--- src/hw/aop_regs.vh ---
// Register offsets, field positions and reset values of the pad/power bank
`ifndef AOP_REGS_VH
`define AOP_REGS_VH

`define AOP_ADDR_PAD_LATCH    32'h5000_030C
`define AOP_ADDR_SLEEP_WAKE   32'h5000_0310
`define AOP_ADDR_PULL_BYPASS  32'h5000_0314
`define AOP_ADDR_POWER_CTRL   32'h5000_0320
`define AOP_ADDR_MISC_DATA    32'h5000_0324
`define AOP_ADDR_STATUS       32'h5000_0328

`define AOP_RST_PAD_LATCH     1'h1
`define AOP_RST_SLEEP_WAKE    7'h00
`define AOP_RST_PULL_BYPASS   1'h1
`define AOP_RST_POWER_CTRL    15'h0008
`define AOP_RST_MISC_DATA     8'h00

`define AOP_SW_HIBERN_EN      0
`define AOP_SW_POLARITY       1
`define AOP_SW_MASK_LSB       2
`define AOP_SW_MASK_MSB       6

`define AOP_PC_RAIL_RES_LSB   0
`define AOP_PC_RAIL_RES_MSB   1
`define AOP_PC_POR_LOW_MASK   2
`define AOP_PC_POR_HIGH_MASK  3
`define AOP_PC_CHARGE_OFF     6
`define AOP_PC_CONV_LSB       7
`define AOP_PC_CONV_MSB       8
`define AOP_PC_CMP_SLP_OFF    9
`define AOP_PC_CLAMP_LSB      10
`define AOP_PC_CLAMP_MSB      13

`define AOP_MD_SCRATCH_LSB    0
`define AOP_MD_SCRATCH_MSB    3
`define AOP_MD_BIAS_TO_REF    5
`define AOP_MD_BIAS_TO_SUPPLY 6
`define AOP_MD_FILTER_OFF     7

`define AOP_ST_WAKE_FLAG      0
`define AOP_ST_BOOST          1
`define AOP_ST_STATE_LSB      2
`define AOP_ST_STATE_MSB      3

`endif

--- src/hw/aop_sync.v ---
// Two-flop synchroniser for a group of asynchronous level inputs
`timescale 1ns/1ps
`default_nettype none

module aop_sync #(
  parameter WIDTH = 1
) (
  input  wire             i_clk,   // System clock
  input  wire             i_rst_b, // Synchronous reset, active low
  input  wire [WIDTH-1:0] i_async, // Asynchronous levels
  output reg  [WIDTH-1:0] o_sync   // Levels safe to read
);

  reg [WIDTH-1:0] meta;

  // The first stage feeds only the second stage
  always @(posedge i_clk) begin
    if (!i_rst_b) begin
      meta   <= {WIDTH{1'b0}};
      o_sync <= {WIDTH{1'b0}};
    end else begin
      meta   <= i_async;
      o_sync <= meta;
    end
  end

endmodule // aop_sync

`default_nettype wire

--- src/hw/aop_ctrl.v ---
// Always-on pad retention, sleep depth, wake and power control bank
//
// What this block does
// - Pad latches closed at 0, open at 1
// - Five-bit mask picks hibernation wake pins
// - Wake flag reads 1; pin change clears, wakes
// - Enable 0 deep sleep, 1 hibernation
// - Pull bypass forces pull-up in boost mode
// - Four-bit clamp level used in hibernation
// - Bit 9 disables supply comparator in sleep
// - Converter mode: auto, force boost, force buck
// - Bit 6 stops battery charging in boost
// - Bits 3,2 mask rail power-on resets
// - Rail resistor: off, on, sleep-on, auto
// - Bit 7 disables slow crystal pin filter
// - Bit 6 ties oscillator bias to supply
// - Bit 5 ties oscillator bias to reference
//
// Our own choice: strobed register access.
`timescale 1ns/1ps
`default_nettype none
`include "aop_regs.vh"

module aop_ctrl #(
  parameter NUM_WAKE = 5
) (
  input  wire                I_CLK,          // 250 MHz system clock
  input  wire                I_RST_B,        // Sync reset, active low
  input  wire [31:0]         I_ADDR,         // Register byte address
  input  wire [31:0]         I_WDATA,        // Write data
  input  wire                I_WR,           // Write strobe
  input  wire                I_RD,           // Read strobe
  output reg  [31:0]         O_RDATA,        // Read data, cycle after
  input  wire                I_SLEEP_REQ,    // System asks to sleep
  input  wire [NUM_WAKE-1:0] I_WAKE_PIN,     // Wake-capable pins
  input  wire                I_BOOST_DET,    // Analog boost detect
  input  wire                I_RAIL_AUTO,    // Resistor auto request
  input  wire                I_POR_HIGH,     // High rail POR detect
  input  wire                I_POR_LOW,      // Low rail POR detect
  output reg                 O_PAD_LATCH_OPEN, // Pad latches open
  output reg                 O_SLEEP_PD_ON,  // Sleep domain powered
  output reg                 O_WAKE,         // Wake pulse
  output reg                 O_BOOST_MODE,   // Converter in boost
  output reg                 O_PULLUP_FORCE, // Force wake pad pull-up
  output reg  [3:0]          O_CLAMP_LEVEL,  // Clamp level
  output reg                 O_CLAMP_ACTIVE, // Clamp level applied
  output reg                 O_CMP_OFF,      // Comparator disabled
  output reg                 O_CHARGE_OFF,   // Battery charge stopped
  output reg                 O_POR_RST,      // Unmasked POR reset
  output reg                 O_RAIL_RES_ON,  // Rail resistor on
  output reg                 O_FILTER_OFF,   // Slow xtal filter off
  output reg                 O_BIAS_SUPPLY,  // Osc bias to supply
  output reg                 O_BIAS_REF      // Osc bias to reference
);

  localparam ST_ACTIVE = 2'b00;
  localparam ST_DEEP   = 2'b01;
  localparam ST_HIBERN = 2'b10;

  ////////////////////////////////////////////////////////////////////////
  // Register storage

  reg        pad_state_retention_ctrl;
  reg [6:0]  sleep_depth_wake_ctrl;
  reg        forced_pullup_bypass;
  reg [14:0] always_on_power_ctrl;
  reg [7:0]  misc_filter_bias_scratch;

  reg [1:0]  state;
  reg [1:0]  next_state;
  reg        next_wake;

  wire [NUM_WAKE-1:0] pin_sync;
  wire [2:0]          ana_sync;
  wire                rail_auto_sync;

  wire [4:0] deep_wake_pin_select;
  wire       deep_wake_polarity;
  wire       hibern_enable;
  wire       forced_pullup_on;
  wire [3:0] retention_clamp_level;
  wire       supply_comparator_sleep_off;
  wire [1:0] conv_mode;
  wire       charge_disable;
  wire       por_high_mask;
  wire       por_low_mask;
  wire [1:0] rail_link_resistor_mode;
  wire       slow_xtal_pin_filter_off;
  wire       rc_osc_bias_to_supply;
  wire       rc_osc_bias_to_reference;
  wire [3:0] software_scratch_bits;

  wire       clockless_wake_flag;
  wire       boost_now;
  wire       sleeping;
  wire       hibernating;
  reg        rail_res_next;

  ////////////////////////////////////////////////////////////////////////
  // Input synchronisers

  // Pins and analog detectors are asynchronous to the bank clock
  aop_sync #(
    .WIDTH (NUM_WAKE)
  ) u_pin_sync (
    .i_clk   (I_CLK),
    .i_rst_b (I_RST_B),
    .i_async (I_WAKE_PIN),
    .o_sync  (pin_sync)
  );

  aop_sync #(
    .WIDTH (3)
  ) u_ana_sync (
    .i_clk   (I_CLK),
    .i_rst_b (I_RST_B),
    .i_async ({I_POR_LOW, I_POR_HIGH, I_BOOST_DET}),
    .o_sync  (ana_sync)
  );

  // The resistor request comes from the analog side as well
  aop_sync #(
    .WIDTH (1)
  ) u_rail_sync (
    .i_clk   (I_CLK),
    .i_rst_b (I_RST_B),
    .i_async (I_RAIL_AUTO),
    .o_sync  (rail_auto_sync)
  );

  ////////////////////////////////////////////////////////////////////////
  // Field views

  // Named slices of the stored words; reserved bits have none
  assign hibern_enable =
    sleep_depth_wake_ctrl[`AOP_SW_HIBERN_EN];
  assign deep_wake_polarity =
    sleep_depth_wake_ctrl[`AOP_SW_POLARITY];
  assign deep_wake_pin_select =
    sleep_depth_wake_ctrl[`AOP_SW_MASK_MSB:`AOP_SW_MASK_LSB];
  assign forced_pullup_on = forced_pullup_bypass;
  assign retention_clamp_level =
    always_on_power_ctrl[`AOP_PC_CLAMP_MSB:`AOP_PC_CLAMP_LSB];
  assign supply_comparator_sleep_off =
    always_on_power_ctrl[`AOP_PC_CMP_SLP_OFF];
  assign conv_mode =
    always_on_power_ctrl[`AOP_PC_CONV_MSB:`AOP_PC_CONV_LSB];
  assign charge_disable = always_on_power_ctrl[`AOP_PC_CHARGE_OFF];
  assign por_high_mask = always_on_power_ctrl[`AOP_PC_POR_HIGH_MASK];
  assign por_low_mask = always_on_power_ctrl[`AOP_PC_POR_LOW_MASK];
  assign rail_link_resistor_mode =
    always_on_power_ctrl[`AOP_PC_RAIL_RES_MSB:`AOP_PC_RAIL_RES_LSB];
  assign slow_xtal_pin_filter_off =
    misc_filter_bias_scratch[`AOP_MD_FILTER_OFF];
  assign rc_osc_bias_to_supply =
    misc_filter_bias_scratch[`AOP_MD_BIAS_TO_SUPPLY];
  assign rc_osc_bias_to_reference =
    misc_filter_bias_scratch[`AOP_MD_BIAS_TO_REF];
  assign software_scratch_bits =
    misc_filter_bias_scratch[`AOP_MD_SCRATCH_MSB:`AOP_MD_SCRATCH_LSB];

  ////////////////////////////////////////////////////////////////////////
  // Wake flag and converter mode

  // Flag is 1 while every selected pin matches the polarity level
  // It reads back in the status word in every state, so software can check its
  // polarity choice before it asks for hibernation
  assign clockless_wake_flag =
    ~|(deep_wake_pin_select &
       (pin_sync[4:0] ^ {5{deep_wake_polarity}}));

  // Upper bit 0 follows detection, 11 boost, 10 buck
  assign boost_now = conv_mode[1] ? conv_mode[0]
                                  : ana_sync[0];

  assign sleeping    = (state != ST_ACTIVE);
  assign hibernating = (state == ST_HIBERN);

  ////////////////////////////////////////////////////////////////////////
  // Sleep sequencing

  // Depth is chosen at sleep entry; a later write to the enable bit
  // does not move an already sleeping domain.
  always @* begin
    next_state = state;
    next_wake  = 1'b0;
    case (state)
      ST_ACTIVE: begin
        if (I_SLEEP_REQ) begin
          if (hibern_enable) begin
            next_state = ST_HIBERN;
          end else begin
            next_state = ST_DEEP;
          end
        end
      end
      ST_DEEP: begin
        // Deep sleep keeps the domain up and ignores the wake pins
        if (!I_SLEEP_REQ) begin
          next_state = ST_ACTIVE;
        end
      end
      ST_HIBERN: begin
        // Software must have set the boot remap before this point
        // since the sleep domain loses power here.
        if (!clockless_wake_flag) begin
          next_state = ST_ACTIVE;
          next_wake  = 1'b1;
        end else if (!I_SLEEP_REQ) begin
          next_state = ST_ACTIVE;
        end
      end
      default: begin
        next_state = ST_ACTIVE;
      end
    endcase
  end

  always @(posedge I_CLK) begin
    if (!I_RST_B) begin
      state  <= ST_ACTIVE;
      O_WAKE <= 1'b0;
    end else begin
      state  <= next_state;
      O_WAKE <= next_wake;
    end
  end

  ////////////////////////////////////////////////////////////////////////
  // Register writes

  // Reserved bits inside a register are kept and read back; bits
  // above its width and writes to the status word are dropped
  always @(posedge I_CLK) begin
    if (!I_RST_B) begin
      pad_state_retention_ctrl <= `AOP_RST_PAD_LATCH;
      sleep_depth_wake_ctrl    <= `AOP_RST_SLEEP_WAKE;
      forced_pullup_bypass     <= `AOP_RST_PULL_BYPASS;
      always_on_power_ctrl     <= `AOP_RST_POWER_CTRL;
      misc_filter_bias_scratch <= `AOP_RST_MISC_DATA;
    end else if (I_WR) begin
      if (I_ADDR == `AOP_ADDR_PAD_LATCH) begin
        pad_state_retention_ctrl <= I_WDATA[0];
      end else if (I_ADDR == `AOP_ADDR_SLEEP_WAKE) begin
        sleep_depth_wake_ctrl <= I_WDATA[6:0];
      end else if (I_ADDR == `AOP_ADDR_PULL_BYPASS) begin
        forced_pullup_bypass <= I_WDATA[0];
      end else if (I_ADDR == `AOP_ADDR_POWER_CTRL) begin
        always_on_power_ctrl <= I_WDATA[14:0];
      end else if (I_ADDR == `AOP_ADDR_MISC_DATA) begin
        misc_filter_bias_scratch <= I_WDATA[7:0];
      end
    end
  end

  ////////////////////////////////////////////////////////////////////////
  // Register reads

  // Unmapped addresses read as zero; the bus never waits
  // Status word: bit 0 wake flag, bit 1 resolved boost mode,
  // bits 3:2 sleep state; it is read-only
  always @(posedge I_CLK) begin
    if (!I_RST_B) begin
      O_RDATA <= 32'h0000_0000;
    end else if (I_RD) begin
      if (I_ADDR == `AOP_ADDR_PAD_LATCH) begin
        O_RDATA <= {31'h0000_0000, pad_state_retention_ctrl};
      end else if (I_ADDR == `AOP_ADDR_SLEEP_WAKE) begin
        O_RDATA <= {25'h000_0000, sleep_depth_wake_ctrl};
      end else if (I_ADDR == `AOP_ADDR_PULL_BYPASS) begin
        O_RDATA <= {31'h0000_0000, forced_pullup_bypass};
      end else if (I_ADDR == `AOP_ADDR_POWER_CTRL) begin
        O_RDATA <= {17'h0_0000, always_on_power_ctrl};
      end else if (I_ADDR == `AOP_ADDR_MISC_DATA) begin
        O_RDATA <= {24'h00_0000, misc_filter_bias_scratch[7:4],
                    software_scratch_bits};
      end else if (I_ADDR == `AOP_ADDR_STATUS) begin
        O_RDATA <= {28'h000_0000, state, boost_now,
                    clockless_wake_flag};
      end else begin
        O_RDATA <= 32'h0000_0000;
      end
    end else begin
      O_RDATA <= 32'h0000_0000;
    end
  end

  ////////////////////////////////////////////////////////////////////////
  // Resistor mode decode

  // Mode 10 counts both sleep depths as sleep
  always @* begin
    case (rail_link_resistor_mode)
      2'b00:   rail_res_next = 1'b0;
      2'b01:   rail_res_next = 1'b1;
      2'b10:   rail_res_next = sleeping | rail_auto_sync;
      default: rail_res_next = rail_auto_sync;
    endcase
  end

  ////////////////////////////////////////////////////////////////////////
  // Control outputs

  // One register stage on every control keeps glitches off analog
  // Pull-up and charge controls use the same resolved mode as the
  // boost output, so the three never disagree in a cycle
  always @(posedge I_CLK) begin
    if (!I_RST_B) begin
      O_PAD_LATCH_OPEN <= 1'b1;
      O_SLEEP_PD_ON    <= 1'b1;
      O_BOOST_MODE     <= 1'b0;
      O_PULLUP_FORCE   <= 1'b0;
      O_CLAMP_LEVEL    <= 4'h0;
      O_CLAMP_ACTIVE   <= 1'b0;
      O_CMP_OFF        <= 1'b0;
      O_CHARGE_OFF     <= 1'b0;
      O_POR_RST        <= 1'b0;
      O_RAIL_RES_ON    <= 1'b0;
      O_FILTER_OFF     <= 1'b0;
      O_BIAS_SUPPLY    <= 1'b0;
      O_BIAS_REF       <= 1'b0;
    end else begin
      O_PAD_LATCH_OPEN <= pad_state_retention_ctrl;
      O_SLEEP_PD_ON    <= ~hibernating;
      O_BOOST_MODE     <= boost_now;
      O_PULLUP_FORCE   <= forced_pullup_on & boost_now;
      O_CLAMP_LEVEL    <= retention_clamp_level;
      O_CLAMP_ACTIVE   <= hibernating;
      O_CMP_OFF        <= supply_comparator_sleep_off & sleeping;
      O_CHARGE_OFF     <= charge_disable & boost_now;
      // A detector pulse shorter than a clock period can be missed
      O_POR_RST        <= (ana_sync[1] & ~por_high_mask) |
                          (ana_sync[2] & ~por_low_mask);
      O_RAIL_RES_ON    <= rail_res_next;
      O_FILTER_OFF     <= slow_xtal_pin_filter_off;
      O_BIAS_SUPPLY    <= rc_osc_bias_to_supply;
      O_BIAS_REF       <= rc_osc_bias_to_reference;
    end
  end

endmodule // aop_ctrl

`default_nettype wire

--- config.mk ---
export PLATFORM = sky130hd
export DESIGN_NAME = aop_ctrl
export DESIGN_NICKNAME = d
export VERILOG_FILES = /design/src/hw/aop_sync.v /design/src/hw/aop_ctrl.v
export VERILOG_INCLUDE_DIRS = /design/src /design/src/hw
export SDC_FILE = /design/constraint.sdc
export NUM_CORES = 1
export LEC_CHECK = 0
export ABC_AREA = 1
export BUFFER_PORTS_ARGS = -buffer_cell sky130_fd_sc_hd__buf_2
export CAP_MARGIN = 0
export CORE_ASPECT_RATIO = 0.75
export CORE_UTILIZATION = 40
export CTS_CLUSTER_DIAMETER = 30
export DETAILED_ROUTE_END_ITERATION = 8
export GPL_TIMING_DRIVEN = 0
export PLACE_DENSITY = 0.66
export REMOVE_ABC_BUFFERS = 1
export SLEW_MARGIN = 15
export SYNTH_ARGS = -nofsm -noshare
export SYNTH_HDL_FRONTEND = slang
export SYNTH_SLANG_ARGS = --single-unit
--- constraint.sdc ---
create_clock -name I_CLK -period 4.1 [get_ports I_CLK]
set_clock_uncertainty 0.15 [all_clocks]
set_input_delay 0.205 -clock I_CLK [delete_from_list [all_inputs] [get_ports I_CLK]]
set_output_delay 0.205 -clock I_CLK [all_outputs]
set_load 0.02 [all_outputs]
# Yosys cells after proc, flatten, opt, wreduce, memory -nomap -nowiden
# Cells that the tools add are included.
# op_classes
n_eq_ne	11
n_mux	14
n_bitwise	18
n_reduce_logical	15
# op_table
operator	n
$eq A32 B31 Y1 const B	6
$mux W15	1
$mux W7	2
$reduce_or A5 Y1	2
$not A1 Y1	9
$mux W2	4
$mux W8	1
$reduce_or A7 Y1	1
$pmux W2 S3	1
$reduce_and A2 Y1	3
$reduce_and A6 Y1	1
$and A1 B1 Y1	5
$and A5 B5 Y5	1
$reduce_and A5 Y1	1
$xor A5 B5 Y5	1
$eq A2 B1 Y1 const B	2
$eq A2 B2 Y1 const B	2
$logic_not A2 Y1	2
$mux W4	1
$reduce_and A4 Y1	1
$mux W1	3
$pmux W1 S3	1
$reduce_and A3 Y1	1
$reduce_or A3 Y1	1
other kinds (4)	5
# word_totals
inputBits	78
out_inout_bits	49
elab_cells	88
reg_bits	101

# Depth between registers and ports, before layout
# Gate-level depths: netlist of the first run.
# depth
depth_word	10
ltp_mapped	12
ltp_nobuf	12

# Modules after synthesis
# From an unflattened synthesis of the first run, not the netlist that was laid out.
# unflattened
cells_unflattened	517
area_unflattened_um2	3762.4
# modules_own_cells
module	instances	seq_area_each_um2	cells_each	area_per_inst_um2
aop_ctrl	1	1321.3	462	3255.6
aop_sync at u_pin_sync	1	200.2	31	286.5
aop_sync at u_ana_sync	1	120.1	18	165.2
aop_sync at u_rail_sync	1	40.0	6	55.1

# Worst setup path before layout of the first run
# OpenSTA, ideal clock, no wires.
# synth_path
path_kind	input port to flip-flop
start	in I_ADDR[23]
end	reg always_on_power_ctrl[3]
path_stages	11
path_buffers	1
setup_ps	130
required_time_ps	3820
setup_slack_ps	2587
arrival_ps	1233
cell_sequence	nor2_1 nand2_1 nor2_2 nand3_2 clkinv_2 nand2_4 nor2_8 inv_6 buf_8 nand2_1 nand3_1
# synth_between
elab_chain_cells	3
word_cells_on_any_way	8
cone_classes	4 x eq/ne; 3 x bitwise; 1 x reduce/logical
# synth_lines
element	line	text
from (decl)	aop_ctrl.v:29	input wire [31:0] I_ADDR,
$eq A32 B31 Y1 (no source line)	--	
$not A1 Y1 (no source line)	--	
$reduce_and A5 Y1 (no source line) *	--	
to (signal assigned)	aop_ctrl.v:239	always_on_power_ctrl <= `AOP_RST_POWER_CTRL;
to (signal assigned)	aop_ctrl.v:249	always_on_power_ctrl <= I_WDATA[14:0];
to (decl)	aop_ctrl.v:66	reg [14:0] always_on_power_ctrl;
# Mark *: on every way between the ends. The rest lies on a longest branch, timed or not.
# A chain may end at the register's enable or synchronous reset.

# Worst setup path after layout of the first run
# layout_path
start	in I_RST_B
end	reg O_RDATA[12]
# layout_between
elab_chain_cells	2
# layout_lines
element	line	text
from (decl)	aop_ctrl.v:28	input wire I_RST_B,
$not A1 Y1 (no source line)	--	
$reduce_or A5 Y1 (no source line)	--	
to (signal assigned)	aop_ctrl.v:267	O_RDATA <= {31'h0000_0000, pad_state_retention_ctrl};
to (signal assigned)	aop_ctrl.v:269	O_RDATA <= {25'h000_0000, sleep_depth_wake_ctrl};
to (signal assigned)	aop_ctrl.v:271	O_RDATA <= {31'h0000_0000, forced_pullup_bypass};
to (decl)	aop_ctrl.v:33	output reg [31:0] O_RDATA,
# Every way passes these cells.

==> results of run 1 <==
## sequential cells by signal, indices dropped and copies added (netlist names), 2 cells and up
signal,count
O_RDATA,15
always_on_power_ctrl,15
misc_filter_bias_scratch,8
sleep_depth_wake_ctrl,7
u_pin_sync.meta,5
u_pin_sync.o_sync,5
O_CLAMP_LEVEL,4
u_ana_sync.meta,3
u_ana_sync.o_sync,3
state,2
## metal layers
layer,up-vias,wire length [um],track usage [%]
li1,1718,-,-
met1,1485,3660,23.3
met2,100,3860,31.5
met3,16,579,5.59
met4,0,119,6.14
met5,-,0,0
## per-stage QoR
stage | total power, W | hold WS [ns] | cells | setup WS, ns | util, %
global placement | 0.000943 | 0.235 | 686 | 1.98 | 47.2
floorplan | 0.000892 | 0.139 | 486 | 2.60 | -
finish | 0.00178 | 0.00339 | 723 | 2.27 | 53.3
detailed placement | 0.000946 | 0.238 | 686 | 1.93 | 47.2
CTS | 0.00179 | 0.0000925 | 723 | 2.29 | 53.3
global route | 0.00185 | 0.00650 | 723 | 2.08 | 53.3
## layout make-up
cell class | instances | area [um^2] | area share [%]
flip-flops and latches | 84 | 1680 | 36.8
multi-input cells | 325 | 1470 | 32.2
repair buffers | 114 | 681 | 14.9
inverters | 77 | 295 | 6.46
clock buffers | 10 | 229 | 5.01
well taps | 108 | 135 | 2.96
clock inverters | 5 | 77.6 | 1.70
## where the power goes
part	internal [W]	switching, W	total, W
Sequential	0.000826	0.00000293	0.000829
Clock	0.000527	0.000307	0.000834
Combinational	0.0000485	0.0000676	0.000116
## kinds of logic (layout without fill, tap and decap cells)
group	count (synthesis)	after routing	share of synthesized area [%]
AO/OA/AOI/OAI	52	52	7.58
AND/OR/NAND/NOR	256	256	31.7
flip-flops	84	84	47.0
buffers and inverters	105	206	13.7
other	1	17	0.105
## cell usage after synthesis
cell	n	share of area [%]
o211ai_1	2	0.42
nand3_1	29	4.1
or2_2	4	0.70
a211oi_1	1	0.21
nor2_8	1	0.56
a21oi_1	13	1.8
nor2_1	95	10
nand4_1	1	0.17
o21a_1	1	0.21
buf_8	2	0.84
conb_1	1	0.10
o22ai_1	1	0.17
nand2_4	1	0.31
buf_4	17	3.6
nor3_1	13	1.8
inv_6	1	0.24
o21ai_1	1	0.14
nand2_2	2	0.35
inv_1	75	7.9
clkbuf_1	7	0.73
nand2_1	91	9.5
clkinv_2	1	0.14
nor2_2	14	2.4
dfxtp_1	84	47
nand3_2	2	0.56
buf_2	2	0.28
nor2_4	2	0.63
o21ai_0	33	4.6
nand2_8	1	0.56
## repair_timing
item / in CTS / in global routing
endpoints found under the setup margin: 0 / 0
hold endpoints to repair: 26 / 0
hold buffers: 22 / 0
gates resized for setup: 0 / 0
## critical path, cell delays in order
cell and delay, ns:
buf_2 0.72, nand2_1 0.12, inv_1 0.10, nand2_1 0.18, nor2_1 0.22, nand2_1 0.23
nor2_1 0.16
## how the worst max path moves through the flow
stage | cells past startpoint | startpoint | slack (ns) | to
2_1_floorplan | 8 | I_ADDR[15] | 2.60 | misc_filter_bias_scratch[0]$_SDFFE_PN0P_
5_1_grt | 7 | I_RST_B | 2.08 | O_RDATA[8]$_SDFF_PP0_
6_report | 7 | I_RST_B | 2.27 | O_RDATA[12]$_SDFF_PP0_
3_5_place_dp | 7 | I_RST_B | 1.93 | O_RDATA[9]$_SDFF_PP0_
3_3_place_gp | 7 | I_RST_B | 1.98 | O_RDATA[8]$_SDFF_PP0_
4_1_cts | 7 | I_RST_B | 2.29 | O_RDATA[12]$_SDFF_PP0_
==> impl_metrics.py, run 1 <==
metrics = {
    "outcome": {
        "status": "complete, but fails checks",
        "violations": "DRC",
    },
    "synth": {
        "syn_area_mm2": 0.00358,
        "yosys_warnings": 0,
        "syn_inst": 498,
        "seq_area_frac_synth_pct": 47.0,
        "ys_types": 29,
        "syn_avg_cell_area_um2": 7.19,
        "ys_ff_latch": 84,
    },
    "clock_tree": {
        "root_buffer": "clkbuf_16",
        "htreeDepth": 3,
        "clock-sinks": 84,
        "clk_latency_ns": 0.34,
        "cts_setup_buffers": 0,
        "clk_pin_slew_ns": 0.06,
        "cts_tree": "built",
        "cts_max_path_buffers": 2,
        "numCtsBuffers": 9,
    },
    "die": {
        "pin_count": 127,
        "start_util_pct": 41.8,
        "die_height_um": 83.9,
        "rows": 29,
        "die_w_um": 111,
        "die_area_mm2": 0.00934,
        "core_mm2": 0.00856,
    },
    "routing": {
        "via_per_inst": 4.59,
        "drt-initial-drc-count": 211,
        "vias": 3319,
        "drc_errors": 12,
        "firstDrtPassIters": 7,
        "wl_um": 8220,
        "ant_nets": 0,
        "wl_per_cell_um": 11.4,
    },
    "hold_path": {
        "holdPathStages": 3,
        "min-delay-path-class": "in -> reg",
        "min_from": "I_WDATA[2]",
        "min_to": "sleep_depth_wake_ctrl[2]$_SDFFE_PN0P_",
    },
    "final_layout": {
        "fin_nets": 689,
        "layout-drive-gt1-share_pct": 22.0,
        "final_cell_mix": "nor2_1, buf_2, nand2_1",
        "layout_commonest_cell": "nor2_1",
        "syn2layout_area_growth_pct": 27.6,
        "fillers": 816,
        "final_area_mm2": 0.00457,
        "antennaDiodeCount": 0,
    },
    "worst_setup_path": {
        "reg2reg_from": "sleep_depth_wake_ctrl[1]$_SDFFE_PN0P_",
        "ff2ff_path_depth": 8,
        "cp-end-kind": "register",
        "crit_path_max_fanout": 61,
        "path_class": "in -> reg",
        "r2r_end": "O_RDATA[0]$_SDFF_PN0_",
        "startpoint_type": "input pin",
        "cp.arrival_ns": 1.95,
        "regToRegSetupSlack_ns": 2.33,
        "required_ns": 4.22,
    },
    "sta": {
        "clock.fmax_mhz": 545,
        "period_share_pct": 44.7,
        "setup_viol": 0,
        "min_period_ns": 1.83,
        "slew-limit-headroom_pct": 35.8,
        "max_slew.worst_pin.slew_ns": 0.963,
        "rsz0062_at_grt": "false",
        "final-max-slew-violation-count": 0,
        "setup-tns-final_ns": 0,
        "hold_violations": 0,
    },
    "placed_design": {
        "dpl.hpwl_um": 5830,
        "placed_area_mm2": 0.00404,
        "gp_congestion": 0.813,
        "io_buffers": 92,
    },
    "pwr": {
        "p_per_area_mw_per_mm2": 389,
        "ir_worst_vdd_v": 0.000240,
        "p_leak_nw": 2.36,
    },
    "flow_run": {
        "maxCapViolations": 0,
    },
    "global_route": {
        "grtUsageTotal_pct": 18.8,
        "antenna_found_initial": 0,
        "grt-ovfl-total": 0,
        "grt_max_degree": 62,
        "grt_pass1_vias": 3040,
        "grt_pass1_wl_um": 13900,
    },
}
Note: power is estimated with default switching activity, not from simulation.
==> run 2: changes to the inputs <==
Settings changed: PLACE_DENSITY 0.66 to 0.69.
Clock period 4.1 ns to 1.6 ns, I/O delays scaled along.
==> impl_metrics.py, run 2 (synthesis gave the netlist of run 1 again) <==
metrics = {
    "outcome": {
        "status": "complete, but fails checks",
        "violations": "DRC",
    },
    "placed_design": {
        "placed_area_mm2": 0.00404,
        "dpl.hpwl_um": 5900,
        "io_buffers": 92,
        "placed_cells": 686,
        "gp_congestion": 0.845,
    },
    "die": {
        "die_height_um": 83.9,
        "pin_count": 127,
        "start_util_pct": 41.8,
        "die_w_um": 111,
        "rows": 29,
        "core_mm2": 0.00856,
        "die_area_mm2": 0.00934,
    },
    "final_layout": {
        "final_area_mm2": 0.00468,
        "layout_commonest_cell": "nor2_1",
        "layout-drive-gt1-share_pct": 23.5,
        "reg_top3": "O_RDATA: 15 flops, always_on_power_ctrl: 15 flops, misc_filter_bias_scratch: 8 flops",
        "final_cell_mix": "nor2_1, buf_2, nand2_1",
        "fin_nets": 695,
        "syn2layout_area_growth_pct": 30.9,
        "antennaDiodeCount": 0,
        "final_core_util_pct": 54.7,
        "instances_no_fill": 730,
    },
    "worst_setup_path": {
        "crit_path_max_fanout": 10,
        "required_ns": 1.71,
        "cp.arrival_ns": 1.63,
        "cp-end-kind": "register",
        "path_class": "reg -> reg",
        "critical-path-top-delay-family": "simple AND/OR/NAND/NOR gates",
        "max_stage_delay_ns": 0.38,
        "cp.buffers_inverters": 1,
        "startpoint_type": "register",
        "critical_path.cell_chain": "or2_2 -> nand3_2 -> nand2_2 -> nor2_4 -> buf_4 -> nand3_1 -> a21oi_1",
        "cpMaxStageDelayCell": "dfxtp_4",
    },
    "pwr": {
        "intPower_w": 0.00366,
        "sequentialPowerShare_pct": 45.6,
        "p_sw_w": 0.000992,
        "p_per_area_mw_per_mm2": 993,
        "combPwrFrac_pct": 6.6,
        "p_total_w": 0.00465,
        "p_leak_nw": 2.40,
        "swShare_pct": 21.3,
        "clkPwrFrac_pct": 47.7,
        "ir_worst_vdd_v": 0.000562,
    },
    "sta": {
        "hold_violations": 0,
        "slew-limit-headroom_pct": 63.4,
        "final-max-slew-violation-count": 0,
        "clock.fmax_mhz": 660,
        "setup-tns-final_ns": 0,
        "max_slew.worst_pin.slew_ns": 0.550,
        "setup_viol": 0,
        "min_period_ns": 1.52,
        "rsz0062_at_grt": "false",
        "period_share_pct": 94.8,
    },
    "global_route": {
        "met3_usage_pct": 5.30,
        "grt.busiest_layer": "met2",
        "grtUsageTotal_pct": 19.2,
        "antenna_found_initial": 0,
        "grt_util_met1_pct": 22.1,
        "grt-ovfl-total": 0,
        "grt_max_degree": 62,
        "grt_pass1_vias": 3209,
        "grt_pass1_wl_um": 14300,
        "gr-usage-met2_pct": 32.9,
    },
    "routing": {
        "wl_um": 8430,
        "drt-initial-drc-count": 161,
        "drc_errors": 10,
        "wl_per_cell_um": 11.5,
        "vias": 3378,
        "via_per_inst": 4.63,
        "firstDrtPassIters": 6,
        "ant_nets": 0,
    },
    "clock_tree": {
        "root_buffer": "clkbuf_16",
        "cts_max_path_buffers": 2,
        "numCtsBuffers": 9,
        "cts_tree": "built",
        "clk_latency_ns": 0.33,
        "clock-sinks": 84,
        "htreeDepth": 3,
        "clk_pin_slew_ns": 0.06,
    },
    "flow_run": {
        "maxCapViolations": 0,
    },
    "hold_path": {
        "min-delay-path-class": "in -> reg",
    },
}
-- run 2: cell count changes in the layout (fill, tap and decap cells not counted), sizes merged --
cell / before / now
buf: 92 / 94
clkbuf: 10 / 11
dlygate4sd3: 22 / 26
-- run 2: area by class of cell --
cell class                      count  area (um^2)
Clock buffer                       11          243
Inverter                           77          295
Fill cell                         793         3880
Clock inverter                      5         85.1
Tap cell                          108          135
Multi-Input combinational cell    325         1500
Timing Repair Buffer              120          738
Sequential cell                    84         1690
-- run 2: per-layer routing --
metal	up-vias	wire, um
li1	1728	-
met1	1503	3590
met2	124	3980
met3	23	615
met4	0	241
met5	-	0
-- run 2: power groups by stage --
stage	Combinational, W	Sequential [W]	Clock, W
3_5_place_dp	0.000254	0.00217	0
5_1_grt	0.000343	0.00212	0.00235
4_1_cts	0.000305	0.00212	0.00227
2_1_floorplan	0.000116	0.00217	0
6_report	0.000308	0.00212	0.00222
3_3_place_gp	0.000245	0.00217	0
-- run 2: worst paths after layout --
check	start	endpoint	slack (ns)	depth (start not counted)
worst max-delay path	sleep_depth_wake_ctrl[1]$_SDFFE_PN0P_	state[1]$_SDFFE_PN0P_	0.08	7
worst min-delay path	I_ADDR[5]	pad_state_retention_ctrl$_SDFFE_PN1P_	0.04	6
worst min register to register	u_pin_sync.meta[3]$_SDFF_PN0_	u_pin_sync.o_sync[3]$_SDFF_PN0_	0.26	2
worst max register to register	sleep_depth_wake_ctrl[1]$_SDFFE_PN0P_	state[1]$_SDFFE_PN0P_	0.08	7
-- run 2: metrics by stage --
stage | setup slack (ns) | hold slack, ns
after floorplan | 0.191 | 0.0142
after global placement | -0.375 | 0.109
after detailed placement | -0.400 | 0.113
after CTS | 0.00286 | 0.0280
after global routing | 0.00703 | 0.0700
final | 0.0839 | 0.0423
-- run 2: tightest hold or removal path: cells and delay by family --
family                 cells  cell delay [ns]
buffers and inverters      1             0.10
and+or+nand+nor            5             0.29
-- run 2: what timing repair did --
action                                  4_1_cts  5_1_grt
resized for setup                             4        8
hold buffers                                 26        0
pin swaps                                     0        1
buffers inserted                              0        2
endpoints found under the setup margin        9       20
hold endpoints to repair                     44        0
gates cloned                                  0        0
